### src/hw/quad_dac_consts.vh
// Purpose: shared constants of the four-channel converter holding-register block
// Assumes: 16-bit multiplexed address/data bus, 12-bit converter codes
// Notes:   definitions only
`ifndef QUAD_DAC_CONSTS_VH
`define QUAD_DAC_CONSTS_VH

// bus and code widths
`define BUS_W          16
`define CODE_W         12
`define NUM_CH         4
`define CH_SEL_W       2
`define LOW_BYTE_MSB   7
`define HIGH_BYTE_LSB  8

// field positions inside the captured address word
`define ADDR_BYTE_BIT  0
`define ADDR_SEL_LO    1
`define ADDR_SEL_HI    2
`define ADDR_BASE_LO   3
`define ADDR_BASE_HI   11
`define BASE_W         9

// width of the parallel output taken from the last channel
`define DOUT_W         4

// reset values
`define HOLD_RESET     12'h000
`define BUS_RESET      16'h0000
`define RANGE_W        2

`endif

### src/hw/quad_dac_holding_registers.v
// Purpose: bus-side logic of a four-channel analog output module
// Assumes: one 20 MHz clock; bus pins and jumpers arrive asynchronously
// Notes:   the analog converters sit outside; this block only stores and serves codes

`include "quad_dac_consts.vh"

`default_nettype none

// three-stage pin synchroniser: the stable value follows only when stages two and
// three agree, so a glitch caught by the first stage never reaches the logic
module pin_sync #(
  parameter W = 1
) (
  input  wire         clock,
  input  wire         rst,
  input  wire [W-1:0] pin,
  output reg  [W-1:0] stable_q
);
  reg [W-1:0] s1_q;
  reg [W-1:0] s2_q;
  reg [W-1:0] s3_q;

  // first stage is read by the second stage only
  always @(posedge clock) begin
    if (rst) begin
      s1_q     <= {W{1'b0}};
      s2_q     <= {W{1'b0}};
      s3_q     <= {W{1'b0}};
      stable_q <= {W{1'b0}};
    end else begin
      s1_q <= pin;
      s2_q <= s1_q;
      s3_q <= s2_q;
      if (s2_q == s3_q) begin
        stable_q <= s3_q;
      end
    end
  end
endmodule // pin_sync

// Functional notes
// - four channels, each with its own register, addressed without touching others.
// - each register is written as a whole word or as one byte, and read as a whole word.
// - each register feeds a 12-bit code to its converter channel.
// - low four bits of the fourth register also drive four parallel output lines.
// - single storage level; a write reaches the converter at once.
// - polarity and range come only from jumper inputs, never from a register.
// - address bits 1 and 2 of the captured address pick the register.
// - cycle is ours only with io page select and bits 3-11 matching switches.
// - no control or status register; outputs follow the last written value.
// - read cycles drive the selected register onto the bus; writes latch bus data.
module quad_dac_holding_registers (
  input  wire                  clock,
  input  wire                  rst,
  input  wire [`BUS_W-1:0]     muxed_address_data_lines_in,
  output reg  [`BUS_W-1:0]     muxed_address_data_lines_out,
  output reg                   muxed_address_data_lines_oe,
  input  wire                  addr_strobe,
  input  wire                  read_strobe,
  input  wire                  write_strobe,
  input  wire                  byte_write,
  input  wire                  io_page_select,
  input  wire [`BASE_W-1:0]    base_switch,
  output reg                   reply,
  input  wire                  bipolar_jumper,
  input  wire [`RANGE_W-1:0]   range_jumper,
  output wire [`CODE_W-1:0]    dac_code_0,
  output wire [`CODE_W-1:0]    dac_code_1,
  output wire [`CODE_W-1:0]    dac_code_2,
  output wire [`CODE_W-1:0]    dac_code_3,
  output wire [`DOUT_W-1:0]    parallel_out,
  output wire                  dac_bipolar,
  output wire [`RANGE_W-1:0]   dac_range
);

  // one-hot bus cycle states
  localparam [4:0] ST_IDLE   = 5'h01;
  localparam [4:0] ST_ADDR   = 5'h02;
  localparam [4:0] ST_READ   = 5'h04;
  localparam [4:0] ST_WRITE  = 5'h08;
  localparam [4:0] ST_IGNORE = 5'h10;

  wire [4:0]            ctl_s;
  wire [`BUS_W-1:0]     lines_s;
  wire [`BASE_W-1:0]    base_s;
  wire [`RANGE_W:0]     jumper_s;
  wire                  as_s;
  wire                  rd_s;
  wire                  wr_s;
  wire                  bw_s;
  wire                  page_s;

  reg  [4:0]            state_q;
  reg  [4:0]            state_d;
  reg  [`CH_SEL_W-1:0]  sel_q;
  reg  [`CH_SEL_W-1:0]  sel_d;
  reg                   high_byte_q;
  reg                   high_byte_d;
  reg  [`CODE_W-1:0]    hold_q [0:`NUM_CH-1];
  reg  [`CODE_W-1:0]    write_val;
  reg                   write_en;
  reg  [`BUS_W-1:0]     out_d;
  reg                   oe_d;
  reg                   reply_d;
  wire                  addr_hit;
  integer               i;

  // bus controls share one synchroniser so they stay aligned to each other
  pin_sync #(.W(5)) u_ctl_sync (
    .clock    (clock),
    .rst      (rst),
    .pin      ({io_page_select, byte_write, write_strobe, read_strobe, addr_strobe}),
    .stable_q (ctl_s)
  );

  // data lines are sampled by the same depth, so they settle in the same cycle as strobes set with them
  pin_sync #(.W(`BUS_W)) u_line_sync (
    .clock    (clock),
    .rst      (rst),
    .pin      (muxed_address_data_lines_in),
    .stable_q (lines_s)
  );

  // switch pack and jumpers are static, but still come from off the clock domain
  pin_sync #(.W(`BASE_W)) u_base_sync (
    .clock    (clock),
    .rst      (rst),
    .pin      (base_switch),
    .stable_q (base_s)
  );

  pin_sync #(.W(`RANGE_W + 1)) u_jumper_sync (
    .clock    (clock),
    .rst      (rst),
    .pin      ({bipolar_jumper, range_jumper}),
    .stable_q (jumper_s)
  );

  assign as_s   = ctl_s[0];
  assign rd_s   = ctl_s[1];
  assign wr_s   = ctl_s[2];
  assign bw_s   = ctl_s[3];
  assign page_s = ctl_s[4];

  // polarity and range pass straight through; no bus access reaches them
  assign dac_bipolar = jumper_s[`RANGE_W];
  assign dac_range   = jumper_s[`RANGE_W-1:0];

  // device select: io page plus address bits 3-11 equal to the switch pattern
  assign addr_hit = page_s &&
                    (lines_s[`ADDR_BASE_HI:`ADDR_BASE_LO] == base_s);

  // converter codes come straight from the single holding level
  assign dac_code_0  = hold_q[0];
  assign dac_code_1  = hold_q[1];
  assign dac_code_2  = hold_q[2];
  assign dac_code_3  = hold_q[3];
  assign parallel_out = hold_q[`NUM_CH-1][`DOUT_W-1:0];

  // merge the incoming bus data into the selected register; only one lane on a
  // byte write, and bits above the code width are dropped
  always @* begin
    write_val = hold_q[sel_q];
    if (bw_s && high_byte_q) begin
      write_val[`CODE_W-1:`HIGH_BYTE_LSB] =
        lines_s[`CODE_W-1:`HIGH_BYTE_LSB];
    end else if (bw_s) begin
      write_val[`LOW_BYTE_MSB:0] = lines_s[`LOW_BYTE_MSB:0];
    end else begin
      write_val = lines_s[`CODE_W-1:0];
    end
  end

  // bus cycle sequencer; a read may be followed by a write in the same address
  // cycle, so after each data phase we fall back to the addressed state
  always @* begin
    state_d     = state_q;
    sel_d       = sel_q;
    high_byte_d = high_byte_q;
    out_d       = muxed_address_data_lines_out;
    oe_d        = muxed_address_data_lines_oe;
    reply_d     = reply;
    write_en    = 1'b0;
    case (state_q)
      ST_IDLE: begin
        if (as_s && addr_hit) begin
          sel_d       = lines_s[`ADDR_SEL_HI:`ADDR_SEL_LO];
          high_byte_d = lines_s[`ADDR_BYTE_BIT];
          state_d     = ST_ADDR;
        end else if (as_s) begin
          state_d = ST_IGNORE;   // someone else's cycle: stay off the bus
        end
      end
      ST_ADDR: begin
        if (!as_s) begin
          state_d = ST_IDLE;
        end else if (rd_s) begin
          out_d   = {{(`BUS_W-`CODE_W){1'b0}}, hold_q[sel_q]};
          oe_d    = 1'b1;
          reply_d = 1'b1;
          state_d = ST_READ;
        end else if (wr_s) begin
          write_en = 1'b1;
          reply_d  = 1'b1;
          state_d  = ST_WRITE;
        end
      end
      ST_READ: begin
        if (!rd_s || !as_s) begin
          out_d   = `BUS_RESET;
          oe_d    = 1'b0;
          reply_d = 1'b0;
          state_d = as_s ? ST_ADDR : ST_IDLE;
        end
      end
      ST_WRITE: begin
        if (!wr_s || !as_s) begin
          reply_d = 1'b0;
          state_d = as_s ? ST_ADDR : ST_IDLE;
        end
      end
      ST_IGNORE: begin
        if (!as_s) begin
          state_d = ST_IDLE;
        end
      end
      default: begin
        out_d   = `BUS_RESET;
        oe_d    = 1'b0;
        reply_d = 1'b0;
        state_d = ST_IDLE;
      end
    endcase
  end

  // sequencer and bus drivers
  always @(posedge clock) begin
    if (rst) begin
      state_q                      <= ST_IDLE;
      sel_q                        <= {`CH_SEL_W{1'b0}};
      high_byte_q                  <= 1'b0;
      muxed_address_data_lines_out <= `BUS_RESET;
      muxed_address_data_lines_oe  <= 1'b0;
      reply                        <= 1'b0;
    end else begin
      state_q                      <= state_d;
      sel_q                        <= sel_d;
      high_byte_q                  <= high_byte_d;
      muxed_address_data_lines_out <= out_d;
      muxed_address_data_lines_oe  <= oe_d;
      reply                        <= reply_d;
    end
  end

  // holding registers: only the selected one changes on a write
  always @(posedge clock) begin
    if (rst) begin
      for (i = 0; i < `NUM_CH; i = i + 1) begin
        hold_q[i] <= `HOLD_RESET;
      end
    end else if (write_en) begin
      hold_q[sel_q] <= write_val;
    end
  end

endmodule // quad_dac_holding_registers

`default_nettype wire

### config.mk
export PLATFORM = sky130hd
export DESIGN_NAME = quad_dac_holding_registers
export DESIGN_NICKNAME = d
export VERILOG_FILES = /design/src/hw/quad_dac_holding_registers.v
export VERILOG_INCLUDE_DIRS = /design/src /design/src/hw
export SDC_FILE = /design/constraint.sdc
export NUM_CORES = 1
export LEC_CHECK = 0
export CAP_MARGIN = 25
export CORE_ASPECT_RATIO = 0.6
export CORE_MARGIN = 4
export CORE_UTILIZATION = 50
export CTS_CLUSTER_DIAMETER = 100
export CTS_CLUSTER_SIZE = 40
export DETAILED_ROUTE_END_ITERATION = 8
export DONT_BUFFER_PORTS = 1
export GPL_ROUTABILITY_DRIVEN = 1
export SETUP_SLACK_MARGIN = 0.3
export SYNTH_ARGS = -nofsm -noshare
export SYNTH_HDL_FRONTEND = slang
export SYNTH_SLANG_ARGS = --single-unit
### constraint.sdc
create_clock -name clock -period 3.7 [get_ports clock]
set_input_delay 0.555 -clock clock [delete_from_list [all_inputs] [get_ports clock]]
set_output_delay 0.555 -clock clock [all_outputs]
set_load 0.005 [all_outputs]
-- Yosys cells after proc, flatten, opt, wreduce, memory -nomap -nowiden
Memories as Yosys holds them, arrays and structs flattened. A register that Yosys moved wholly into a read port is not among the register bits.
Cells that the tools add are included.
- bits in registers: 154
- memory bits (writable): 48
- bits of input ports: 35
- output and inout port bits: 73
- logic and storage cells: 98
- memories: 1
- equality and inequality tests: 18
- multiplexer cells: 40
- bitwise operators: 2
- reductions and logical operators: 15
- memory list (memory ; words ; bits a word ; rd ports ; clocked after Yosys merged registers in ; write ports ; RTL line ; source):
    hold_q ; 4 ; 12 ; 5 ; 1 ; 4 ; quad_dac_holding_registers.v:99 ; reg [`CODE_W-1:0] hold_q [0:`NUM_CH-1];
- operators by type and width (operator ; number):
    $mux 16 ; 3
    $pmux 16 s3 ; 1
    $mux 5 ; 8
    $pmux 5 s5 ; 1
    $eq 9x9->1 ; 2
    $mux 1 ; 17
    $eq 16x16->1 ; 1
    $mux 12 ; 1
    $reduce_or 12->1 ; 1
    $reduce_and 5->1 ; 2
    $mux 2 ; 4
    $mux 4 ; 2
    $mux 8 ; 1
    $ne 2x2->1 const B ; 3
    $eq 5x1->1 const B ; 1
    $eq 5x2->1 const B ; 1
    $eq 5x3->1 const B ; 1
    $eq 5x4->1 const B ; 1
    $eq 5x5->1 ; 1
    $eq 5x5->1 const B ; 1
    $ne 2x1->1 const B ; 2
    $ne 4x2->1 const B ; 1
    $pmux 1 s4 ; 1
    $reduce_and 4->1 ; 1
    other kinds (11) ; 17

-- Logic depth before layout (Yosys ltp)
Gate-level depths: netlist (run 1).
- word-level depth: 9
- depth in mapped cells: 6
- gate-level depth less buffers: 4

-- By module
From an unflattened synthesis (run 1), not the netlist that was laid out.
- cells, all modules: 692
- area, all modules: 7920.1 µm²
- by module, submodules not included (module ; times used ; cells an instance ; area each (µm²) ; sequential area each (µm²)):
    quad_dac_holding_registers ; 1 ; 297 ; 3454.6 ; 1921.8
    pin_sync at u_line_sync ; 1 ; 190 ; 2173.3 ; 1281.2
    pin_sync at u_base_sync ; 1 ; 107 ; 1216.2 ; 720.7
    pin_sync at u_ctl_sync ; 1 ; 61 ; 671.9 ; 400.4
    pin_sync at u_jumper_sync ; 1 ; 37 ; 404.1 ; 240.2

-- Least setup slack after synthesis (run 1)
No wires, ideal clock.
- path type: flip-flop to flip-flop
- start: register state_q[1]
- end: memory hold_q[1][0] (netlist name) (enable)
- arrival time: 1529 ps
- required time: 3341 ps
- slack: 1812 ps
- stages on the path, launching flop included: 6
- path buffers: 1
- clock period less this slack: 1888 ps
- path through: dfxtp_1 > buf_2 > nor4b_2 > and3_1 > nand3_1 > nand2b_1
- RTL lines (element ; RTL line ; source):
    start: declaration ; quad_dac_holding_registers.v:93 ; reg [4:0] state_q;
    start signal: assignment ; quad_dac_holding_registers.v:246 ; state_q <= state_d;
    end: declaration ; quad_dac_holding_registers.v:99 ;

==> results by group, run 1 <==
Detailed routing
  – Routed wire length: 15100 um
  – Drt wl/cell: between 15 and 20 um
  – Detailed-router iteration count before antenna repair: 4
  – Initial DRC Count: 316
  – Routed via count: 4494
  – Via/cell ratio: 5.32
  – Final ANT Viol Nets: 0
  – Remaining DRCs: 0

Worst hold path
  – Hold Path Class: input pin to flip-flop
  – Hold Startpoint: rst
  – WHS Path Cells: 1
  – Worst Hold End: state_q[1]$_SDFFE_PP0P_

CTS
  – CTS Sinks: 200
  – Setup Buffers After CTS: 0
  – CTS root buf: clkbuf_16
  – Htree depth: 4
  – Reg clk slew, reported paths: 70 ps
  – CTS Buffer Depth: 2
  – Num CTS Buffers: 17
  – CTS tree: built
  – Post_cts resized: 0
  – Worst skew pair latency: 440 ps
  – Hold Buf Count CTS: 0

STA
  – Clk_skew: 17.9 ps
  – Worst Tran Pin Value: 848 ps
  – Setup TNS: 0 ps
  – Minimum clock period: 3090 ps
  – Worst hold margin: around 240 ps
  – Final period util: 0.834
  – Worst relative slew slack: 0.434
  – RSZ-0062 raised after global routing: no
  – Achievable Freq: ~320 MHz
  – Final Hold Viols: 0
  – Finish-stage setup viols: 0
  – Max Slew Vio Count: 0

Floorplanning
  – Die Span X: about 170 um
  – I/O Pins: 108
  – Core ar.: 14700 sq um
  – FP Rows: 34
  – Die Height: 103 um
  – Starting Density: 0.518
  – Die ar.: 17300 sq um

Finish
  – Final design utilization: 0.564
  – Most common cell after layout, fill and taps aside: dfxtp_1
  – Area of the multi-input gates: 2910 sq um
  – Inserted Diodes: 0
  – Share of layout cells above drive strength 1: 0.0866
  – Syn-to-layout area delta: 8.94%
  – Highest-count cells in the layout ignoring fill and taps: 152 x dfxtp_1, 103 x nor2b_1, 57 x nor2_1
  – Fin cells: 845
  – Fill count: 1264
  – Storage cell area: 4480 sq um
  – Design Area, Final: ~8300 sq um
  – Fin nets: 669

Setup path
  – Worst r2r path cells: 4
  – Crit start category: flip-flop
  – Crit path DAT: 3150 ps
  – R2r setup slk: 610 ps
  – R2R Path Start: state_q[1]$_SDFFE_PP0P_
  – Crit path capture type: flip-flop
  – Worst-path fanout max: 13
  – CP required: approximately 3800 ps
  – Crit Path Class: flip-flop to flip-flop
  – RR Endpoint: hold_q[0][9]$_SDFFCE_PN0P_
  – Slowest stage cell on the critical path: nand2b_1
  – Cells along the critical path: nor4b_2, and3_1, nand3b_1, nand2b_1
  – CP peak stage delay: 870 ps

Synthesis
  – Synthesized flop and latch total: 200
  – Syn avg cell area: 11.7 sq um
  – EDFF count, synth: 48
  – Yosys top cell area share: 0.400
  – Main area contributors after synthesis: dfxtp_1 40%, edfxtp_1 19%, nor2b_1 8.5%
  – Yosys top cell by area: dfxtp_1
  – Async SR Flop Fraction: 0
  – Ys flop type: dfxtp_1
  – Fraction of the yosys area taken by sequential cells: 0.590
  – Mapped Cells: 651
  – Unique cell type count in the Yosys netlist: 50
  – Syn. warnings: 0
  – Post-synthesis cell area: 7600 sq um

GRT
  – Grt ovf: 0
  – Vias in the first global route: 4488
  – Initial antenna violation count: 0
  – Global-route wire length before repair: ~24000 um
  – Total GRT Usage: 0.178
  – Pin count of the biggest net entering global routing: 165

Run
  – Max-cap viol count: 0

Pwr
  – Clock Power Share: 0.401
  – Logic gate share of total power: 0.073
  – Psw: 0.00118 W
  – Pwr per Cell Area: 550 nW/um^2
  – Internal power: 0.00338 W
  – Seq pwr share: 0.526
  – Switching Share: 0.258
  – LEAKAGE: ~3 nW
  – Peak supply drop: 295 uV

Placed design
  – Post-DP HPWL: approximately 11000 um
  – Placed Instance Area: about 7700 sq um
  – Port Buffers: 0
  – Dpl cells: 813
  – GP Congestion: 0.848

Status
  – Run status: completed
sequential cells by signal (all words and copies together), names as in the netlist, 2 cells and up, named ones only:
signal / count
u_line_sync.s3_q: 16
u_jumper_sync.s3_q: 3
u_line_sync.s2_q: 16
u_base_sync.s2_q: 9
u_jumper_sync.s2_q: 3
u_jumper_sync.s1_q: 3
u_base_sync.s1_q: 9
u_jumper_sync.stable_q: 3
hold_q: 48
u_ctl_sync.s3_q: 5
u_ctl_sync.s1_q: 5
u_ctl_sync.stable_q: 5
sel_q: 2
state_q: 5
u_line_sync.s1_q: 16
muxed_address_data_lines_out: 12
u_base_sync.s3_q: 9
u_ctl_sync.s2_q: 5
u_base_sync.stable_q: 9
u_line_sync.stable_q: 12
metal layers:
metal | wire length (um) | vias up | global-route usage | share of wire
met5 | 0 | - | 0 | 0
met4 | 87 | 0 | 0.0580 | 0.0058
met3 | 1220 | 9 | 0.0619 | 0.081
met2 | 6270 | 145 | 0.254 | 0.42
met1 | 7490 | 2172 | 0.256 | 0.50
li1 | - | 2168 | - | -
kinds of logic after synthesis:
family,share of synthesized area
muxes,0.0856
AOI/OAI and AO/OA,0.0423
and+or+nand+nor,0.202
buffers and inverters,0.0296
other,0.000494
xor gates and xnor gates,0.0496
DFF,0.590
metrics by stage:
stage                     setup WS, ps  total power, W
after global routing               514         0.00472
after global placement             858         0.00276
final                              614         0.00455
after floorplan                   1810         0.00272
after CTS                          693         0.00460
after detailed placement           740         0.00277
worst max-delay path by stage:
stage                                  startpoint                          end  slack (ps)  depth (start not counted)
after global routing      state_q[1]$_SDFFE_PP0P_   hold_q[0][9]$_SDFFCE_PN0P_         510                          4
final                     state_q[1]$_SDFFE_PP0P_   hold_q[0][9]$_SDFFCE_PN0P_         610                          4
after floorplan           state_q[1]$_SDFFE_PP0P_   hold_q[1][0]$_SDFFCE_PN0P_        1810                          5
after CTS                 state_q[1]$_SDFFE_PP0P_   hold_q[0][2]$_SDFFCE_PN0P_         690                          4
after detailed placement  state_q[1]$_SDFFE_PP0P_  hold_q[0][10]$_SDFFCE_PN0P_         740                          4
after global placement    state_q[1]$_SDFFE_PP0P_  hold_q[0][10]$_SDFFCE_PN0P_         860                          4
worst max-delay path: cells and delay by family (launching register included):
| family | cells | cell delay [ps] |
|---|---|---|
| simple gates | 4 | 2190 |
| flops | 1 | 530 |
power by group through the flow:
stage | Clock, W | Sequential [W] | Combinational, W
floorplan | 0 | 0.00239 | 0.000323
global placement | 0 | 0.00244 | 0.000326
detailed placement | 0 | 0.00244 | 0.000331
CTS | 0.00187 | 0.00239 | 0.000333
global route | 0.00195 | 0.00241 | 0.000362
finish | 0.00183 | 0.00239 | 0.000332
Yosys cell counts (3+ instances only):
cell and number:
nand2_1 7, buf_2 12, nor2_1 57, buf_4 8, mux2i_1 38, inv_1 3, nand3_1 12, xnor2_1 32
nor2b_1 103, clkbuf_1 22, edfxtp_1 48, nor3_1 6, mux4_2 12, a21oi_1 7, nand4_1 6, and3_1 4
a22o_1 12, dfxtp_1 152, xor2_1 11, nand2b_1 50, o21ai_0 12
cell type report:
type                    count  area share
clock inverters            15      0.0209
flip-flops and latches    200       0.542
well taps                 198      0.0299
clock buffers              17      0.0514
inverters                   3     0.00136
multi-input cells         408       0.351
repair buffers              4     0.00363
Power figures use the tool's default switching activity.
==> run 2: changes to the inputs <==
==> constraint.sdc (replaced) <==
create_clock -name clock -period 3.2 [get_ports clock]
set_input_delay 0.48 -clock clock [delete_from_list [all_inputs] [get_ports clock]]
set_output_delay 0.48 -clock clock [all_outputs]
set_load 0.005 [all_outputs]
==> results by group, run 2 (synthesized netlist as in run 1, its figures left out) <==
Status
  – Run status: completed

Finish
  – Syn-to-layout area delta: 9.40%
  – Fin nets: 673
  – Storage cell area: 4480 sq um
  – Area of the multi-input gates: 2910 sq um
  – Final design utilization: 0.566
  – Largest Register: hold_q
  – Inserted Diodes: 0
  – Highest-count cells in the layout ignoring fill and taps: 152 x dfxtp_1, 103 x nor2b_1, 57 x nor2_1
  – Most common cell after layout, fill and taps aside: dfxtp_1
  – Share of layout cells above drive strength 1: 0.0937
  – Fill count: between 1000 and 1500
  – Max reg flops: 48

Setup path
  – CP required: 3260 ps
  – Crit path DAT: approximately 2500 ps
  – Worst-path fanout max: 13
  – Cells along the critical path: nor4b_2, and3_1, nand3_1, buf_4, nand2b_1
  – Crit Path Class: flip-flop to flip-flop
  – CP peak stage delay: ~520 ps
  – R2r setup slk: 800 ps
  – Crit start category: flip-flop
  – Slowest stage cell on the critical path: dfxtp_1
  – Worst r2r path cells: 5
  – R2R Path Start: state_q[1]$_SDFFE_PP0P_
  – RR Endpoint: hold_q[1][4]$_SDFFCE_PN0P_
  – Crit path capture type: flip-flop

Pwr
  – Clock Power Share: 0.404
  – Peak supply drop: 370 uV
  – Logic gate share of total power: 0.073
  – Psw: 0.00132 W
  – LEAKAGE: 3.02 nW
  – Internal power: 0.00397 W
  – Switching Share: 0.249
  – Pwr per Cell Area: between 600 and 700 nW/um^2
  – Seq pwr share: 0.524

CTS
  – Worst skew pair latency: around 430 ps
  – Htree depth: 4
  – Setup Buffers After CTS: 0
  – CTS root buf: clkbuf_16
  – CTS tree: built
  – Hold Buf Count CTS: 0
  – Post_cts resized: 0
  – Reg clk slew, reported paths: 80 ps
  – CTS Sinks: 200
  – Num CTS Buffers: 17
  – CTS Buffer Depth: 2

Detailed routing
  – Detailed-router iteration count before antenna repair: 5
  – Routed wire length: 14700 um
  – Remaining DRCs: 0
  – Initial DRC Count: 399
  – Drt wl/cell: 17.3 um
  – Via/cell ratio: 5.22
  – Routed via count: 4435
  – Final ANT Viol Nets: 0

STA
  – Worst relative slew slack: 0.531
  – RSZ-0062 raised after global routing: no
  – Worst Tran Pin Value: 703 ps
  – Minimum clock period: 2400 ps
  – Clk_skew: 19.5 ps
  – Finish-stage setup viols: 0
  – Setup TNS: 0 ps
  – Max Slew Vio Count: 0
  – Final period util: 0.750
  – Final Hold Viols: 0
  – Achievable Freq: 417 MHz

GRT
  – Global-route wire length before repair: approximately 23000 um
  – Pin count of the biggest net entering global routing: about 170
  – Total GRT Usage: 0.173
  – Vias in the first global route: 4281
  – Grt ovf: 0
  – Initial antenna violation count: 0

Floorplanning
  – Core ar.: 14700 sq um
  – Die ar.: 17300 sq um
  – I/O Pins: around 110
  – FP Rows: 34
  – Die Height: 103 um
  – Starting Density: 0.518
  – Die Span X: approximately 170 um

Worst hold path
  – Hold Startpoint: muxed_address_data_lines_in[1]
  – Hold Path Class: input pin to flip-flop
  – WHS Path Cells: 1
  – Worst Hold End: u_line_sync.s1_q[1]$_SDFF_PP0_

Placed design
  – Post-DP HPWL: 10400 um
  – Port Buffers: 0
  – GP Congestion: 0.866

Run
  – Max-cap viol count: 0
run 2: changes by cell type in the layout (fill, tap and decap cells not counted):
| cell | change |
|---|---|
| clkinv_2 | +1 |
| clkinv_4 | +2 |
| clkinv_8 | -2 |
| inv_8 | +1 |
| bufinv_16 | +1 |
| inv_6 | -1 |
| buf_4 | +4 |
| clkinv_1 | -1 |
| inv_12 | -1 |
| clkinvlp_2 | -1 |
| clkinvlp_4 | +1 |
run 2: metal layers:
| metal | global-route usage | vias up | share of wire |
|---|---|---|---|
| met5 | 0 | - | 0 |
| met4 | 0.0542 | 0 | 0.0094 |
| met3 | 0.0589 | 13 | 0.077 |
| met2 | 0.233 | 136 | 0.40 |
| met1 | 0.261 | 2115 | 0.52 |
| li1 | - | 2171 | - |
run 2: per-stage QoR:
stage	setup WS (ps)	hold slack (ps)	cells	instance area [sq um]	power, W
global placement	901	423	817	7710	0.00320
floorplan	1310	414	654	7610	0.00314
detailed placement	827	424	817	7710	0.00320
CTS	797	129	849	8310	0.00534
finish	799	172	849	8310	0.00528
global route	618	154	849	8310	0.00550
run 2: worst max path at each step:
stage / start / endpoint / slack (ps) / depth (start not counted)
after CTS: state_q[1]$_SDFFE_PP0P_ / hold_q[1][4]$_SDFFCE_PN0P_ / 800 / 5
final: state_q[1]$_SDFFE_PP0P_ / hold_q[1][4]$_SDFFCE_PN0P_ / 800 / 5
after detailed placement: state_q[1]$_SDFFE_PP0P_ / hold_q[1][10]$_SDFFCE_PN0P_ / 830 / 5
after floorplan: state_q[1]$_SDFFE_PP0P_ / hold_q[1][0]$_SDFFCE_PN0P_ / 1310 / 5
after global routing: state_q[1]$_SDFFE_PP0P_ / hold_q[2][9]$_SDFFCE_PN0P_ / 620 / 5
after global placement: state_q[1]$_SDFFE_PP0P_ / hold_q[1][10]$_SDFFCE_PN0P_ / 900 / 5
run 2: critical path: cells and delay by family, from the launching register on:
family                 cells  cell delay [ps]
buffers and inverters      1              200
DFF                        1              520
and+or+nand+nor            4             1320
run 2: layout make-up:
class | instances | share of cell area
Timing Repair Buffer | 8 | 0.00722
Clock inverter | 15 | 0.0214
Multi-Input combinational cell | 408 | 0.350
Inverter | 3 | 0.00135
Tap cell | 198 | 0.0298
Clock buffer | 17 | 0.0512
Sequential cell | 200 | 0.539
run 2: power by group through the flow:
stage | Combinational, W | Sequential (W) | Clock, W
2_1_floorplan | 0.000374 | 0.00277 | 0
3_3_place_gp | 0.000378 | 0.00282 | 0
3_5_place_dp | 0.000376 | 0.00282 | 0
4_1_cts | 0.000381 | 0.00277 | 0.00220
5_1_grt | 0.000422 | 0.00278 | 0.00229
6_report | 0.000385 | 0.00277 | 0.00213
